### config.mk
export PLATFORM = sky130hd
export DESIGN_NAME = eng_nmt_guard
export DESIGN_NICKNAME = d
export VERILOG_FILES = /design/src/hw/eng_pkg.sv /design/src/hw/eng_nmt_guard.sv
export SDC_FILE = /design/constraint.sdc
export NUM_CORES = 1
export LEC_CHECK = 0
export BUFFER_PORTS_ARGS = -buffer_cell sky130_fd_sc_hd__buf_2
export CORE_MARGIN = 2
export CORE_UTILIZATION = 63
export DETAILED_ROUTE_END_ITERATION = 6
export GPL_ROUTABILITY_DRIVEN = 0
export GPL_TIMING_DRIVEN = 1
export PLACE_DENSITY = 0.95
export SLEW_MARGIN = 30
export SYNTH_ARGS = -nofsm -noshare
export SYNTH_HDL_FRONTEND = slang
export SYNTH_SLANG_ARGS = --single-unit
### constraint.sdc
create_clock -name clk_i -period 20 [get_ports clk_i]
set_input_delay 3 -clock clk_i [delete_from_list [all_inputs] [get_ports clk_i]]
set_output_delay 3 -clock clk_i [all_outputs]
set_load 0.01 [all_outputs]
### src/hw/eng_pkg.sv
package eng_pkg;
  // ---------------------------------------------------------------
  // Clock and timing
  // ---------------------------------------------------------------
  localparam int CLK_HZ = 10000000;
  localparam int TICK_MS = 1;
  localparam int MS_CYCLES = (CLK_HZ / 1000) * TICK_MS;
  localparam int OPTIME_MINUTES = 6;
  localparam int OPTIME_MS = OPTIME_MINUTES * 60 * 1000;

  // ---------------------------------------------------------------
  // Object indices
  // ---------------------------------------------------------------
  localparam logic [15:0] IDX_WARN_STATUS = 16'h6505;
  localparam logic [15:0] IDX_WARN_SUPPORTED = 16'h6506;
  localparam logic [15:0] IDX_VERSION = 16'h6507;
  localparam logic [15:0] IDX_OPTIME = 16'h6508;
  localparam logic [15:0] IDX_PRESET_OFFSET = 16'h6509;
  localparam logic [15:0] IDX_FACTORY_OFFSET = 16'h650a;
  localparam logic [15:0] IDX_SERIAL = 16'h650b;

  // ---------------------------------------------------------------
  // Warning word layout and limits
  // ---------------------------------------------------------------
  localparam int WARN_SPEED_BIT = 0;
  localparam int WARN_WDT_BIT = 2;
  localparam int WARN_OPTIME_BIT = 3;
  localparam logic [15:0] WARN_SUPPORTED_VAL = 16'h000d;
  localparam logic [15:0] SPEED_LIMIT_RPM = 16'h2710;
  localparam logic [31:0] OPTIME_LIMIT = 32'h000f4240;

  // ---------------------------------------------------------------
  // Frame identifiers, commands, codes
  // ---------------------------------------------------------------
  localparam logic [10:0] NMT_ID = 11'h000;
  localparam logic [10:0] EMCY_BASE = 11'h080;
  localparam logic [10:0] GUARD_BASE = 11'h700;
  localparam logic [7:0] NMT_BROADCAST = 8'h00;
  localparam logic [3:0] NMT_DLC = 4'h2;
  localparam logic [7:0] CMD_START = 8'h01;
  localparam logic [7:0] CMD_STOP = 8'h02;
  localparam logic [7:0] CMD_PREOP = 8'h80;
  localparam logic [7:0] CMD_RESET_NODE = 8'h81;
  localparam logic [7:0] CMD_RESET_COMM = 8'h82;
  localparam logic [15:0] EMCY_SPEED_CODE = 16'hff00;
  localparam logic [15:0] EMCY_HW_CODE = 16'h5000;
  localparam logic [3:0] EMCY_DLC = 4'h8;
  localparam logic [3:0] GUARD_DLC = 4'h1;
  localparam logic [31:0] PRESET_CLEAR = 32'hffffffff;

  // Guarding reply state codes
  localparam logic [6:0] CODE_STOPPED = 7'h04;
  localparam logic [6:0] CODE_OPERATIONAL = 7'h05;
  localparam logic [6:0] CODE_PREOP = 7'h7f;

  // Configuration selectors
  localparam logic [1:0] CFG_GUARD_ID = 2'h0;
  localparam logic [1:0] CFG_GUARD_TIME = 2'h1;
  localparam logic [1:0] CFG_LIFE_FACTOR = 2'h2;

  // Version and identity values (arbitrary neutral values)
  localparam logic [15:0] PROFILE_VERSION = 16'h0001;
  localparam logic [15:0] FIRMWARE_VERSION = 16'h0001;
  localparam logic [31:0] SERIAL_DEFAULT = 32'h00000001;
endpackage

### src/hw/eng_nmt_guard.sv
// What this block does
// - Warning bits stay set while their tolerance is exceeded; position stays valid.
// - Warning bit 0 overspeed above 10000 r/min, bit 2 watchdog, bit 3 operating time.
// - Overspeed warning rising sends emergency on 80h plus node, code FF00h.
// - Watchdog or operating-time warning rising sends emergency code 5000h.
// - Supported-warnings word reads bits 0, 2 and 3 set, rest zero.
// - Version word: profile version low half, firmware version high half.
// - Operating-time counter increments every six minutes, one count per 0.1 hours.
// - Operating time past 100000 hours sets warning bit 3.
// - Preset write becomes a signed 32-bit offset readable as object.
// - Offset equals preset minus position (a preset of FFFFFFFFh clears it to 0), added to every later position.
// - After reset the node initialises, then enters pre-operational on its own.
// - Pre-operational accepts service data and parameterisation.
// - Process data only delivered while operational.
// - Stopped refuses service and process data; leaves to operational, pre-operational or, on 81h or 82h, initialisation.
// - Management frames use identifier 0, two bytes: command then node number.
// - Node acts on management frames addressed to its number or to 0.
// - Command 01h operational, 02h stopped, 80h pre-operational.
// - Command 81h resets the node and every parameter to power-on values.
// - Command 82h resets communication parameters only.
// - Guarding requests are answered with a status message.
// - Guarding identifier is configurable, defaulting to 700h plus node number.
// - Life time equals guard time multiplied by life-time factor.
module eng_nmt_guard #(
  parameter int MS_CYC = eng_pkg::MS_CYCLES,
  parameter int OPT_MS = eng_pkg::OPTIME_MS,
  parameter logic [31:0] SERIAL_NO = eng_pkg::SERIAL_DEFAULT
) (
  input wire logic clk_i,
  input wire logic arst_n_i,
  input wire logic en_i,
  input wire logic [6:0] node_id_i,
  input wire logic rx_valid_i,
  input wire logic [10:0] rx_id_i,
  input wire logic rx_rtr_i,
  input wire logic [3:0] rx_dlc_i,
  input wire logic [15:0] rx_data_i,
  input wire logic tx_ready_i,
  input wire logic [15:0] speed_rpm_i,
  input wire logic wdt_reset_i,
  input wire logic [31:0] raw_pos_i,
  input wire logic preset_wr_i,
  input wire logic [31:0] preset_i,
  input wire logic [31:0] factory_offset_i,
  input wire logic cfg_wr_i,
  input wire logic [1:0] cfg_sel_i,
  input wire logic [15:0] cfg_data_i,
  input wire logic od_rd_i,
  input wire logic [15:0] od_index_i,
  output logic tx_valid_o,
  output logic [10:0] tx_id_o,
  output logic [3:0] tx_dlc_o,
  output logic [63:0] tx_data_o,
  output logic od_rvalid_o,
  output logic od_err_o,
  output logic [31:0] od_rdata_o,
  output logic [31:0] pos_o,
  output logic sdo_en_o,
  output logic pdo_en_o,
  output logic life_lost_o,
  output logic [6:0] node_state_o
);
  import eng_pkg::*;
  // ---------------------------------------------------------------
  // State
  // ---------------------------------------------------------------
  typedef enum logic [1:0] {ND_INIT, ND_PREOP, ND_OP, ND_STOP} eng_node_e;
  typedef struct packed {
    eng_node_e state;
    logic [6:0] node_id;
    logic toggle;
    logic [10:0] guard_id;
    logic [15:0] guard_time;
    logic [7:0] life_factor;
    logic [23:0] life_ms;
    logic life_lost;
    logic [13:0] ms_cnt;
    logic [18:0] opt_ms;
    logic [31:0] op_time;
    logic [15:0] warn;
    logic [1:0] emcy_pend;
    logic guard_pend;
    logic [31:0] offset;
    logic [31:0] pos;
    logic tx_valid;
    logic [10:0] tx_id;
    logic [3:0] tx_dlc;
    logic [63:0] tx_data;
    logic od_rvalid;
    logic od_err;
    logic [31:0] od_rdata;
    logic sdo_en;
    logic pdo_en;
    logic [6:0] code;
  } eng_state_s;
  eng_state_s r, next_r;
  logic rst_meta, rst_sync_n;
  // Emergency payload: code low byte first, error register, zero fill
  function automatic logic [63:0] emcy_frame(input logic [15:0] code);
    emcy_frame = {40'h0000000000, 8'h01, code[15:8], code[7:0]};
  endfunction
  // Reply code for the current node state
  function automatic logic [6:0] state_code(input eng_node_e s);
    case (s)
      ND_OP: state_code = CODE_OPERATIONAL;
      ND_STOP: state_code = CODE_STOPPED;
      default: state_code = CODE_PREOP;
    endcase
  endfunction
  // ---------------------------------------------------------------
  // Reset release
  // ---------------------------------------------------------------
  // Release is synchronised so all flops leave reset on the same edge
  always_ff @(posedge clk_i or negedge arst_n_i) begin
    if (!arst_n_i) begin
      rst_meta <= 1'b0;
      rst_sync_n <= 1'b0;
    end else begin
      rst_meta <= 1'b1;
      rst_sync_n <= rst_meta;
    end
  end
  // Decoded receive events
  logic nmt_hit, guard_req, ms_tick, tx_free;
  logic [7:0] cmd;
  logic [23:0] life_time;
  assign cmd = rx_data_i[7:0];
  assign nmt_hit = rx_valid_i && !rx_rtr_i && rx_id_i == NMT_ID && rx_dlc_i == NMT_DLC &&
                   (rx_data_i[15:8] == {1'b0, r.node_id} || rx_data_i[15:8] == NMT_BROADCAST);
  assign guard_req = rx_valid_i && rx_rtr_i && rx_id_i == r.guard_id && r.state != ND_INIT;
  assign life_time = {8'h00, r.guard_time} * {16'h0000, r.life_factor};
  assign ms_tick = r.ms_cnt == 14'(MS_CYC - 1);
  assign tx_free = !r.tx_valid || tx_ready_i;
  // ---------------------------------------------------------------
  // Next-state logic
  // ---------------------------------------------------------------
  always_comb begin
    next_r = r;
    next_r.od_rvalid = 1'b0;
    next_r.od_err = 1'b0;
    // Millisecond base and operating time; runs in every state
    next_r.ms_cnt = ms_tick ? 14'h0000 : r.ms_cnt + 14'h0001;
    if (ms_tick) begin
      if (r.opt_ms == 19'(OPT_MS - 1)) begin
        next_r.opt_ms = 19'h00000;
        next_r.op_time = r.op_time + 32'h00000001;
      end else begin
        next_r.opt_ms = r.opt_ms + 19'h00001;
      end
    end
    // Level warnings follow their cause, emergencies fire on the rise
    next_r.warn = 16'h0000;
    next_r.warn[WARN_SPEED_BIT] = speed_rpm_i > SPEED_LIMIT_RPM;
    next_r.warn[WARN_WDT_BIT] = wdt_reset_i;
    next_r.warn[WARN_OPTIME_BIT] = r.op_time > OPTIME_LIMIT;
    if (next_r.warn[WARN_SPEED_BIT] && !r.warn[WARN_SPEED_BIT]) begin
      next_r.emcy_pend[0] = 1'b1;
    end
    if ((next_r.warn[WARN_WDT_BIT] && !r.warn[WARN_WDT_BIT]) ||
        (next_r.warn[WARN_OPTIME_BIT] && !r.warn[WARN_OPTIME_BIT])) begin
      next_r.emcy_pend[1] = 1'b1;
    end
    // Life guarding: the master's request restarts the window
    if (guard_req) begin
      next_r.guard_pend = 1'b1;
      next_r.life_ms = 24'h000000;
      next_r.life_lost = 1'b0;
    end else if (ms_tick && life_time != 24'h000000) begin
      if (r.life_ms >= life_time) begin
        next_r.life_lost = 1'b1;
      end else begin
        next_r.life_ms = r.life_ms + 24'h000001;
      end
    end
    // Transmit slot: guard reply beats emergencies, pending wins over clear
    if (r.tx_valid && tx_ready_i) begin
      next_r.tx_valid = 1'b0;
      if (r.tx_dlc == GUARD_DLC) begin
        next_r.toggle = !r.toggle;
      end
    end
    if (tx_free && r.state != ND_INIT) begin
      if (r.guard_pend) begin
        next_r.tx_valid = 1'b1;
        next_r.tx_id = r.guard_id;
        next_r.tx_dlc = GUARD_DLC;
        next_r.tx_data = {56'h0, next_r.toggle, state_code(r.state)};
        next_r.guard_pend = guard_req;
      end else if (r.emcy_pend[0]) begin
        next_r.tx_valid = 1'b1;
        next_r.tx_id = EMCY_BASE + {4'h0, r.node_id};
        next_r.tx_dlc = EMCY_DLC;
        next_r.tx_data = emcy_frame(EMCY_SPEED_CODE);
        next_r.emcy_pend[0] = next_r.warn[WARN_SPEED_BIT] && !r.warn[WARN_SPEED_BIT];
      end else if (r.emcy_pend[1]) begin
        next_r.tx_valid = 1'b1;
        next_r.tx_id = EMCY_BASE + {4'h0, r.node_id};
        next_r.tx_dlc = EMCY_DLC;
        next_r.tx_data = emcy_frame(EMCY_HW_CODE);
        // A fresh rise in the same cycle must not be lost with the clear
        next_r.emcy_pend[1] = (next_r.warn[WARN_WDT_BIT] && !r.warn[WARN_WDT_BIT]) ||
                              (next_r.warn[WARN_OPTIME_BIT] && !r.warn[WARN_OPTIME_BIT]);
      end
    end
    // Preset turns into an offset, added to each reported position
    if (preset_wr_i) begin
      next_r.offset = (preset_i == PRESET_CLEAR) ? 32'h00000000 : preset_i - raw_pos_i;
    end
    next_r.pos = raw_pos_i + r.offset;
    // Parameterisation only while pre-operational
    if (cfg_wr_i && r.state == ND_PREOP) begin
      if (cfg_sel_i == CFG_GUARD_ID) begin
        next_r.guard_id = cfg_data_i[10:0];
      end else if (cfg_sel_i == CFG_GUARD_TIME) begin
        next_r.guard_time = cfg_data_i;
      end else if (cfg_sel_i == CFG_LIFE_FACTOR) begin
        next_r.life_factor = cfg_data_i[7:0];
      end
    end
    // Object reads; refused while stopped or for unknown indices
    if (od_rd_i) begin
      next_r.od_rvalid = 1'b1;
      next_r.od_rdata = 32'h00000000;
      if (r.state == ND_STOP || r.state == ND_INIT) begin
        next_r.od_err = 1'b1;
      end else if (od_index_i == IDX_WARN_STATUS) begin
        next_r.od_rdata = {16'h0000, r.warn};
      end else if (od_index_i == IDX_WARN_SUPPORTED) begin
        next_r.od_rdata = {16'h0000, WARN_SUPPORTED_VAL};
      end else if (od_index_i == IDX_VERSION) begin
        next_r.od_rdata = {FIRMWARE_VERSION, PROFILE_VERSION};
      end else if (od_index_i == IDX_OPTIME) begin
        next_r.od_rdata = r.op_time;
      end else if (od_index_i == IDX_PRESET_OFFSET) begin
        next_r.od_rdata = r.offset;
      end else if (od_index_i == IDX_FACTORY_OFFSET) begin
        next_r.od_rdata = factory_offset_i;
      end else if (od_index_i == IDX_SERIAL) begin
        next_r.od_rdata = SERIAL_NO;
      end else begin
        next_r.od_err = 1'b1;
      end
    end
    // Node state machine
    case (r.state)
      ND_INIT: begin
        // Communication defaults follow the node number caught here
        next_r.node_id = node_id_i;
        next_r.guard_id = GUARD_BASE + {4'h0, node_id_i};
        next_r.toggle = 1'b0;
        next_r.guard_time = 16'h0000;
        next_r.life_factor = 8'h00;
        next_r.life_ms = 24'h000000;
        next_r.life_lost = 1'b0;
        next_r.guard_pend = 1'b0;
        next_r.state = ND_PREOP;
      end
      default: begin
        if (nmt_hit) begin
          if (cmd == CMD_START) begin
            next_r.state = ND_OP;
          end else if (cmd == CMD_STOP) begin
            next_r.state = ND_STOP;
          end else if (cmd == CMD_PREOP) begin
            next_r.state = ND_PREOP;
          end else if (cmd == CMD_RESET_NODE) begin
            next_r.offset = 32'h00000000;
            next_r.state = ND_INIT;
          end else if (cmd == CMD_RESET_COMM) begin
            next_r.state = ND_INIT;
          end
        end
      end
    endcase
    next_r.sdo_en = next_r.state == ND_PREOP || next_r.state == ND_OP;
    next_r.pdo_en = next_r.state == ND_OP;
    next_r.code = next_r.state == ND_INIT ? 7'h00 : state_code(next_r.state);
  end
  // ---------------------------------------------------------------
  // State register
  // ---------------------------------------------------------------
  // Clock enable freezes everything, including the time base
  always_ff @(posedge clk_i or negedge rst_sync_n) begin
    if (!rst_sync_n) begin
      r <= '0;
    end else if (en_i) begin
      r <= next_r;
    end
  end
  // Outputs come straight from the state register
  assign tx_valid_o = r.tx_valid;
  assign tx_id_o = r.tx_id;
  assign tx_dlc_o = r.tx_dlc;
  assign tx_data_o = r.tx_data;
  assign od_rvalid_o = r.od_rvalid;
  assign od_err_o = r.od_err;
  assign od_rdata_o = r.od_rdata;
  assign pos_o = r.pos;
  assign sdo_en_o = r.sdo_en;
  assign pdo_en_o = r.pdo_en;
  assign life_lost_o = r.life_lost;
  assign node_state_o = r.code;
endmodule

==> results of run 1 <==
[worst reg2reg max path, delay by kind of cell (launching register included)]
| kind | cells | cell delay [ns] |
|---|---|---|
| AO/OA/AOI/OAI | 7 | 1.87 |
| flip-flops | 1 | 0.75 |
| AND/OR/NAND/NOR | 6 | 1.57 |
| XOR/XNOR | 1 | 0.33 |
| buffers and inverters | 2 | 0.11 |
| adder cells (fa/ha/maj) | 6 | 2.71 |
[layer usage]
layer | global-route usage | vias to the layer above
met5 | 0 | -
met4 | 0.161 | 8
met3 | 0.0640 | 233
met2 | 0.566 | 1062
met1 | 0.395 | 8926
li1 | - | 8306
[cell usage in the layout (no fill, tap or decap), types with 91 or more instances in the layout]
master   Yosys  layout
a21oi_1    104     104
nor2_1     113     112
xnor2_1     91      91
and2_1     109     109
dfrtp_1    263     262
buf_2        1     300
ha_1       142     142
o21ai_0    131     131
nand2_1    203     203
inv_1      186     186
[per-stage QoR]
stage / util / hold WS, ns / total power (uW) / area, sq um
finish: 0.697 / 0.294 / 1820 / 23300
global route: 0.697 / 0.348 / 1910 / 23300
CTS: 0.695 / 0.357 / 1810 / 23200
detailed placement: 0.664 / 0.340 / 1230 / 22200
global placement: 0.664 / 0.340 / 1200 / 22200
floorplan: - / 0.331 / 1120 / 21500
[kinds of logic (layout without fill, tap and decap cells)]
group | count (synthesis) | after routing | share of synthesized area
compound gates | 511 | 511 | 0.159
xor+xnor | 135 | 135 | 0.0555
fa+ha+maj | 228 | 228 | 0.164
buf+inv | 423 | 551 | 0.102
flops | 263 | 263 | 0.309
mux | 76 | 76 | 0.0378
other cells | 2 | 53 | 0.000352
simple gates | 713 | 713 | 0.172
[state kept, by name, summed over array words and instances, names as in the netlist, 2 cells and up]
name / flops
tx_data_o: 5
r: 172
node_state_o: 2
pos_o: 32
tx_id_o: 11
od_rdata_o: 32
[where the power goes]
group / switching [uW] / internal, uW
combinational: 295 / 232
sequential: 97.2 / 616
clock: 230 / 352
total: 622 / 1200
[worst paths after layout]
check                              to  slack (ns)
setup / recovery               r[279]       12.59
hold / removal               pos_o[0]        0.29
setup reg to reg               r[279]       12.59
hold reg to reg              pos_o[0]        0.29
max in group asynchronous  rst_sync_n       17.71
min in group clk_i         rst_sync_n        0.36
[layout make-up]
class | count | area [sq um] | area share
Antenna cell | 3 | 7.51 | 0.000322
Clock buffer | 42 | 866 | 0.0372
Clock inverter | 9 | 174 | 0.00746
Inverter | 186 | 698 | 0.0300
Multi-Input combinational cell | 1713 | 12800 | 0.548
Sequential cell | 263 | 6590 | 0.283
Tap cell | 448 | 561 | 0.0241
Timing Repair Buffer | 314 | 1650 | 0.0709
==> flow_metrics.env, run 1 <==
export IMPL_status="complete, but fails checks"
export IMPL_violations="DRC"
export IMPL_cts_path_max_buffers=3
export IMPL_number_of_enable_type_register_cells_in_the_synthesized_netlist=0
export IMPL_drt_iter0_drc=1727
export IMPL_holdCritPathClass="reg2async"
export IMPL_routed_wire_length_um=58500
export IMPL_number_of_filler_instances_in_the_final_layout=2334
export IMPL_detailed_place_hpwl_um=43800
export IMPL_seq_area_frac_synth=0.309
export IMPL_worst_setup_path_type="reg2reg"
export IMPL_worst_setup_hold_path_clk_slew_ns=0.06
export IMPL_timing_critical_path_cells="and2_1 > fa_1 > fa_1 > fa_1 > inv_1 > fa_1 > inv_1 > ha_1 > and2_1 > a221oi_1 > o21ai_1 > nor2_1 > o21ai_0 > xnor2_1 > ha_1 > o21a_1 > o211ai_1 > nor3_1 > a21oi_1 > nand3_2 > or4_1 > a21oi_1"
export IMPL_peakVddDrop_v=0.0000793
export IMPL_timing_fmax_mhz=135
export IMPL_cp_common_cell="fa_1"
export IMPL_cts_sinks=263
export IMPL_layout_min_cycle_time_ns=7.41
export IMPL_critical_path_peak_fanout=17
export IMPL_pwr_density_cell_nw_per_um2=78.2
export IMPL_drt_antenna_violating_nets=0
export IMPL_reg2reg_depth=22
export IMPL_wl_per_cell_um=19.7
export IMPL_grt_pass1_vias=18981
export IMPL_post_placement_cell_count=2922
export IMPL_setup_viol=0
export IMPL_route_detailed_vias_per_inst=6.22
export IMPL_timing_max_slew_rel_slack=0.333
export IMPL_grt_overflow_total=0
export IMPL_mappedNetlistArea_sq_um=21300
export IMPL_yosysWarningCount=0
export IMPL_tritoncts_num_buffers=30
export IMPL_final_cells=2978
export IMPL_post_synth_main_area_contributors="dfrtp_1 31%, ha_1 8.3%, fa_1 8.1%, buf_4 5.4%, xnor2_1 3.7%"
export IMPL_worstPathRequired_ns=20.48
export IMPL_fin_nets=2930
export IMPL_synthMostInstantiatedCell="dfrtp_1"
export IMPL_post_cts_setup_buffer_count=0
export IMPL_timing_final_hold_violations=0
export IMPL_tritoncts="built"
export IMPL_grt_start_max_net_pins=192
export IMPL_fp_dieW_um=188
export IMPL_arrival_time_at_the_worst_endpoint_ns=7.89
export IMPL_timing_critical_path_from="r[299]"
export IMPL_synth_top_cell_by_area="dfrtp_1"
export IMPL_antenna_found_initial=6
export IMPL_rsz_0062_raised_after_global_routing="no"
export IMPL_wire_length_of_the_first_global_routing_pass_um=94900
export IMPL_clockRootBuffer="clkbuf_16"
export IMPL_crit_family="adder cells"
export IMPL_post_cts_resize_count=0
export IMPL_met2WireLength_um=28800
export IMPL_post_synth_inst_count=2351
export IMPL_gr_usage_all_layers=0.328
export IMPL_rows=67
export IMPL_num_vias=18535
export IMPL_port_buffers=300
export IMPL_reg2reg_start="r[299]"
export IMPL_cpMaxStageDelayCell="dfrtp_1"
export IMPL_layout_drive_gt1_share=0.167
export IMPL_crit_path_max_incr_delay_ns=0.75
export IMPL_maxSlewViolCount=0
export IMPL_areaGrowthSynthToFinish_pct=9.34
export IMPL_first_pass_iters=7
export IMPL_cp_buffers_inverters=2
export IMPL_slew_worst_pin_ns=0.998
export IMPL_drt_met1_wl_um=21400
export IMPL_cts_htree_levels=1
export IMPL_route_met3_wl_um=5310
export IMPL_dieArea_sq_um=35300
export IMPL_ys_async_sr_fraction=1.00
export IMPL_finalClockSkew_ns=0.0526
export IMPL_route_detailed_drc=2
export IMPL_worstSetupStartpointType="flop"
export IMPL_dr_max_layer_used="met5"
export IMPL_postSynthAreaPerCell_sq_um=9.06
export IMPL_layout_setup_ws_ns=12.59
export IMPL_chipHeight_um=188
export IMPL_critical_path_endpoint_type="flop"
export IMPL_drv_cap=0
export IMPL_placeableCoreArea_sq_um=33400
export IMPL_initial_util=0.637
export IMPL_clkLatencyLatePin_ns=0.60
export IMPL_crit_cells=22
export IMPL_cts_hold_buffers=0
export IMPL_post_synth_most_frequent_cells="263 x dfrtp_1, 203 x nand2_1, 186 x inv_1, 152 x buf_4, 142 x ha_1"
export IMPL_synth_top_area_frac=0.309
export IMPL_fin_crit_sh=0.371
export IMPL_synth_main_ff_cell="dfrtp_1"
export IMPL_synth_distinct_cells=76
export IMPL_setup_tns_ns=0
export IMPL_detailedPlace_worstSlack_ns=12.78
export IMPL_synth_ff_latch_count=263
export IMPL_cellLeakagePower_uw=0.0116
export IMPL_num_io_pins=350
(Power assumes the default switching activity.)
==> run 2, diff against run 1 <==
--- a/config.mk
+++ b/config.mk
@@ -7,11 +7,11 @@
 export LEC_CHECK = 0
 export BUFFER_PORTS_ARGS = -buffer_cell sky130_fd_sc_hd__buf_2
 export CORE_MARGIN = 2
-export CORE_UTILIZATION = 63
+export CORE_UTILIZATION = 53
 export DETAILED_ROUTE_END_ITERATION = 6
 export GPL_ROUTABILITY_DRIVEN = 0
 export GPL_TIMING_DRIVEN = 1
-export PLACE_DENSITY = 0.95
+export PLACE_DENSITY = 0.86
 export SLEW_MARGIN = 30
 export SYNTH_ARGS = -nofsm -noshare
 export SYNTH_HDL_FRONTEND = slang
==> constraint.sdc (replaced) <==
create_clock -name clk_i -period 6.4 [get_ports clk_i]
set_input_delay 0.96 -clock clk_i [delete_from_list [all_inputs] [get_ports clk_i]]
set_output_delay 0.96 -clock clk_i [all_outputs]
set_load 0.01 [all_outputs]
==> run 2 against run 1 <==
Compared with the run above: the run ends with DRC, setup timing left; design area increased by 6.3%; die area grew 18%; register-to-register slack got worse by 13 ns; clock skew is 0.033 ns lower; worst hold slack got worse by 0.13 ns; sequential share of layout area down 1.6 points; clock power rose to 3.0 times the previous value; non-clock buffer count up 95; critical path depth did not move; setup slack worse by 13 ns; wire length is 12% higher; highest routed layer unchanged.
==> flow_metrics.env, run 2 (synthesis gave the netlist of run 1 again) <==
export IMPL_cellLeakagePower_uw=0.0122
export IMPL_num_io_pins=350
export IMPL_fp_dieW_um=205
export IMPL_route_detailed_drc=1
export IMPL_wire_length_of_the_first_global_routing_pass_um=97100
export IMPL_tritoncts_num_buffers=29
export IMPL_fin_crit_sh=1.04
export IMPL_tritoncts="built"
export IMPL_cts_htree_levels=1
export IMPL_port_buffers=300
export IMPL_holdCritPathClass="in2async"
export IMPL_cpMaxStageDelayCell="or4_4"
export IMPL_timing_critical_path_from="r[307]"
export IMPL_cp_common_cell="fa_1"
export IMPL_clockRootBuffer="clkbuf_16"
export IMPL_timing_fmax_mhz=150
export IMPL_grt_use_met1=0.362
export IMPL_placed_cell_area_sq_um=22800
export IMPL_pwr_density_cell_nw_per_um2=240
export IMPL_violations="DRC, setup timing"
export IMPL_use_met3=0.0482
export IMPL_critical_path_endpoint_type="flop"
export IMPL_route_detailed_vias_per_inst=6.17
export IMPL_antenna_found_initial=5
export IMPL_drt_antenna_violating_nets=0
export IMPL_final_hold_worst_slack_ns=0.163
export IMPL_dieArea_sq_um=41800
export IMPL_post_placement_cell_count=3056
export IMPL_arrival_time_at_the_worst_endpoint_ns=7.14
export IMPL_crit_path_max_incr_delay_ns=0.62
export IMPL_layout_common_cells="300 x buf_2, 254 x dfrtp_1, 201 x nand2_1"
export IMPL_final_cells=3156
export IMPL_placeableCoreArea_sq_um=39700
export IMPL_rows=73
export IMPL_detailed_place_hpwl_um=46300
export IMPL_routed_wire_length_um=65800
export IMPL_setup_tns_ns=-3.50
export IMPL_cts_path_max_buffers=3
export IMPL_cts_sinks=263
export IMPL_grt_overflow_total=0
export IMPL_worst_setup_path_type="reg2reg"
export IMPL_clkLatencyLatePin_ns=0.57
export IMPL_peakVddDrop_v=0.000180
export IMPL_slew_worst_pin_ns=1.21
export IMPL_num_vias=19457
export IMPL_fin_nets=3027
export IMPL_worstPathRequired_ns=6.89
export IMPL_finalClockSkew_ns=0.0197
export IMPL_setup_viol=24
export IMPL_reg2reg_depth=22
export IMPL_regMostFlops="r"
export IMPL_grt_pass1_vias=18715
export IMPL_maxSlewViolCount=0
export IMPL_final_std_cell_area_no_fill_sq_um=24800
export IMPL_critical_path_peak_fanout=8
export IMPL_layout_min_cycle_time_ns=6.65
export IMPL_rsz_0062_raised_after_global_routing="yes"
export IMPL_layout_drive_gt1_share=0.232
export IMPL_largest_register_ff_count=172
export IMPL_initial_util=0.536
export IMPL_timing_critical_path_cells="and2_1 > fa_2 > fa_1 > inv_1 > fa_1 > fa_1 > inv_1 > ha_2 > a211o_1 > buf_4 > buf_4 > a2111oi_1 > nor3b_1 > ha_1 > a21o_1 > a21o_1 > a221o_1 > a21oi_2 > buf_6 > nand4_4 > or4_4 > a21oi_2"
export IMPL_first_pass_iters=7
export IMPL_groute_layer_met2_usage=0.491
export IMPL_layout_setup_ws_ns=-0.246
export IMPL_drt_iter0_drc=2044
export IMPL_reg2reg_start="r[307]"
export IMPL_grt_most_used_layer="met2"
export IMPL_wl_per_cell_um=20.9
export IMPL_worst_setup_hold_path_clk_slew_ns=0.06
export IMPL_gr_usage_all_layers=0.287
export IMPL_drv_cap=0
export IMPL_grt_start_max_net_pins=166
export IMPL_areaGrowthSynthToFinish_pct=16.2
export IMPL_timing_max_slew_rel_slack=0.186
export IMPL_worstSetupStartpointType="flop"
export IMPL_mostFrequentLayoutCell="buf_2"
export IMPL_chipHeight_um=205
export IMPL_status="complete, but fails checks"
export IMPL_timing_final_hold_violations=0
run 2: metal layers:
metal,routed length (um),share of wire
met4,3560,0.054
met5,24,0.00036
met2,32200,0.49
met1,23900,0.36
met3,6220,0.094
run 2: path summary, 6_finish.rpt:
check                                 end  slack (ns)
max                                r[295]       -0.25
min                            rst_sync_n        0.16
max reg2reg                        r[295]       -0.25
min reg2reg                od_rdata_o[13]        0.33
max in group asynchronous          r[299]        4.67
min in group clk_i             rst_sync_n        0.36
run 2: final cells by class:
type | count | area [sq um]
Inverter | 186 | 698
Multi-Input combinational cell | 1716 | 13300
Antenna cell | 3 | 7.51
Clock buffer | 44 | 862
Sequential cell | 263 | 6600
Tap cell | 525 | 657
Clock inverter | 10 | 125
Fill cell | 3021 | 15000
Timing Repair Buffer | 409 | 2490
run 2: report_power, final:
| part | switching (uW) | total (uW) | internal, uW |
|---|---|---|---|
| Clock | 715 | 1730 | 1010 |
| Combinational | 1090 | 1960 | 868 |
| Sequential | 318 | 2240 | 1930 |
| Total | 2130 | 5930 | 3810 |
run 2: what timing repair did:
item | 4_1_cts | 5_1_grt
hold buffers | 0 | 0
pin swaps | 19 | 94
setup endpoints to repair | 23 | 25
endpoints found under the hold margin | 0 | 0
gates cloned | 1 | 5
gates resized for setup | 37 | 97
setup buffers | 15 | 21
run 2: critical path, delay by kind of cell, from the launching register on:
kind,cells,cell delay (ns)
compound gates,7,1.86
fa+ha+maj,6,2.49
buf+inv,5,0.55
flops,1,0.48
simple gates,4,1.19
run 2: per-stage QoR:
| stage | power (uW) | setup WS (ns) | utilization |
|---|---|---|---|
| after floorplan | 3500 | 0.0859 | - |
| after global placement | 3900 | -0.0508 | 0.573 |
| after detailed placement | 3980 | -0.363 | 0.574 |
| after CTS | 5760 | 0.00339 | 0.606 |
| after global routing | 6200 | -0.604 | 0.623 |
| final | 5930 | -0.246 | 0.623 |
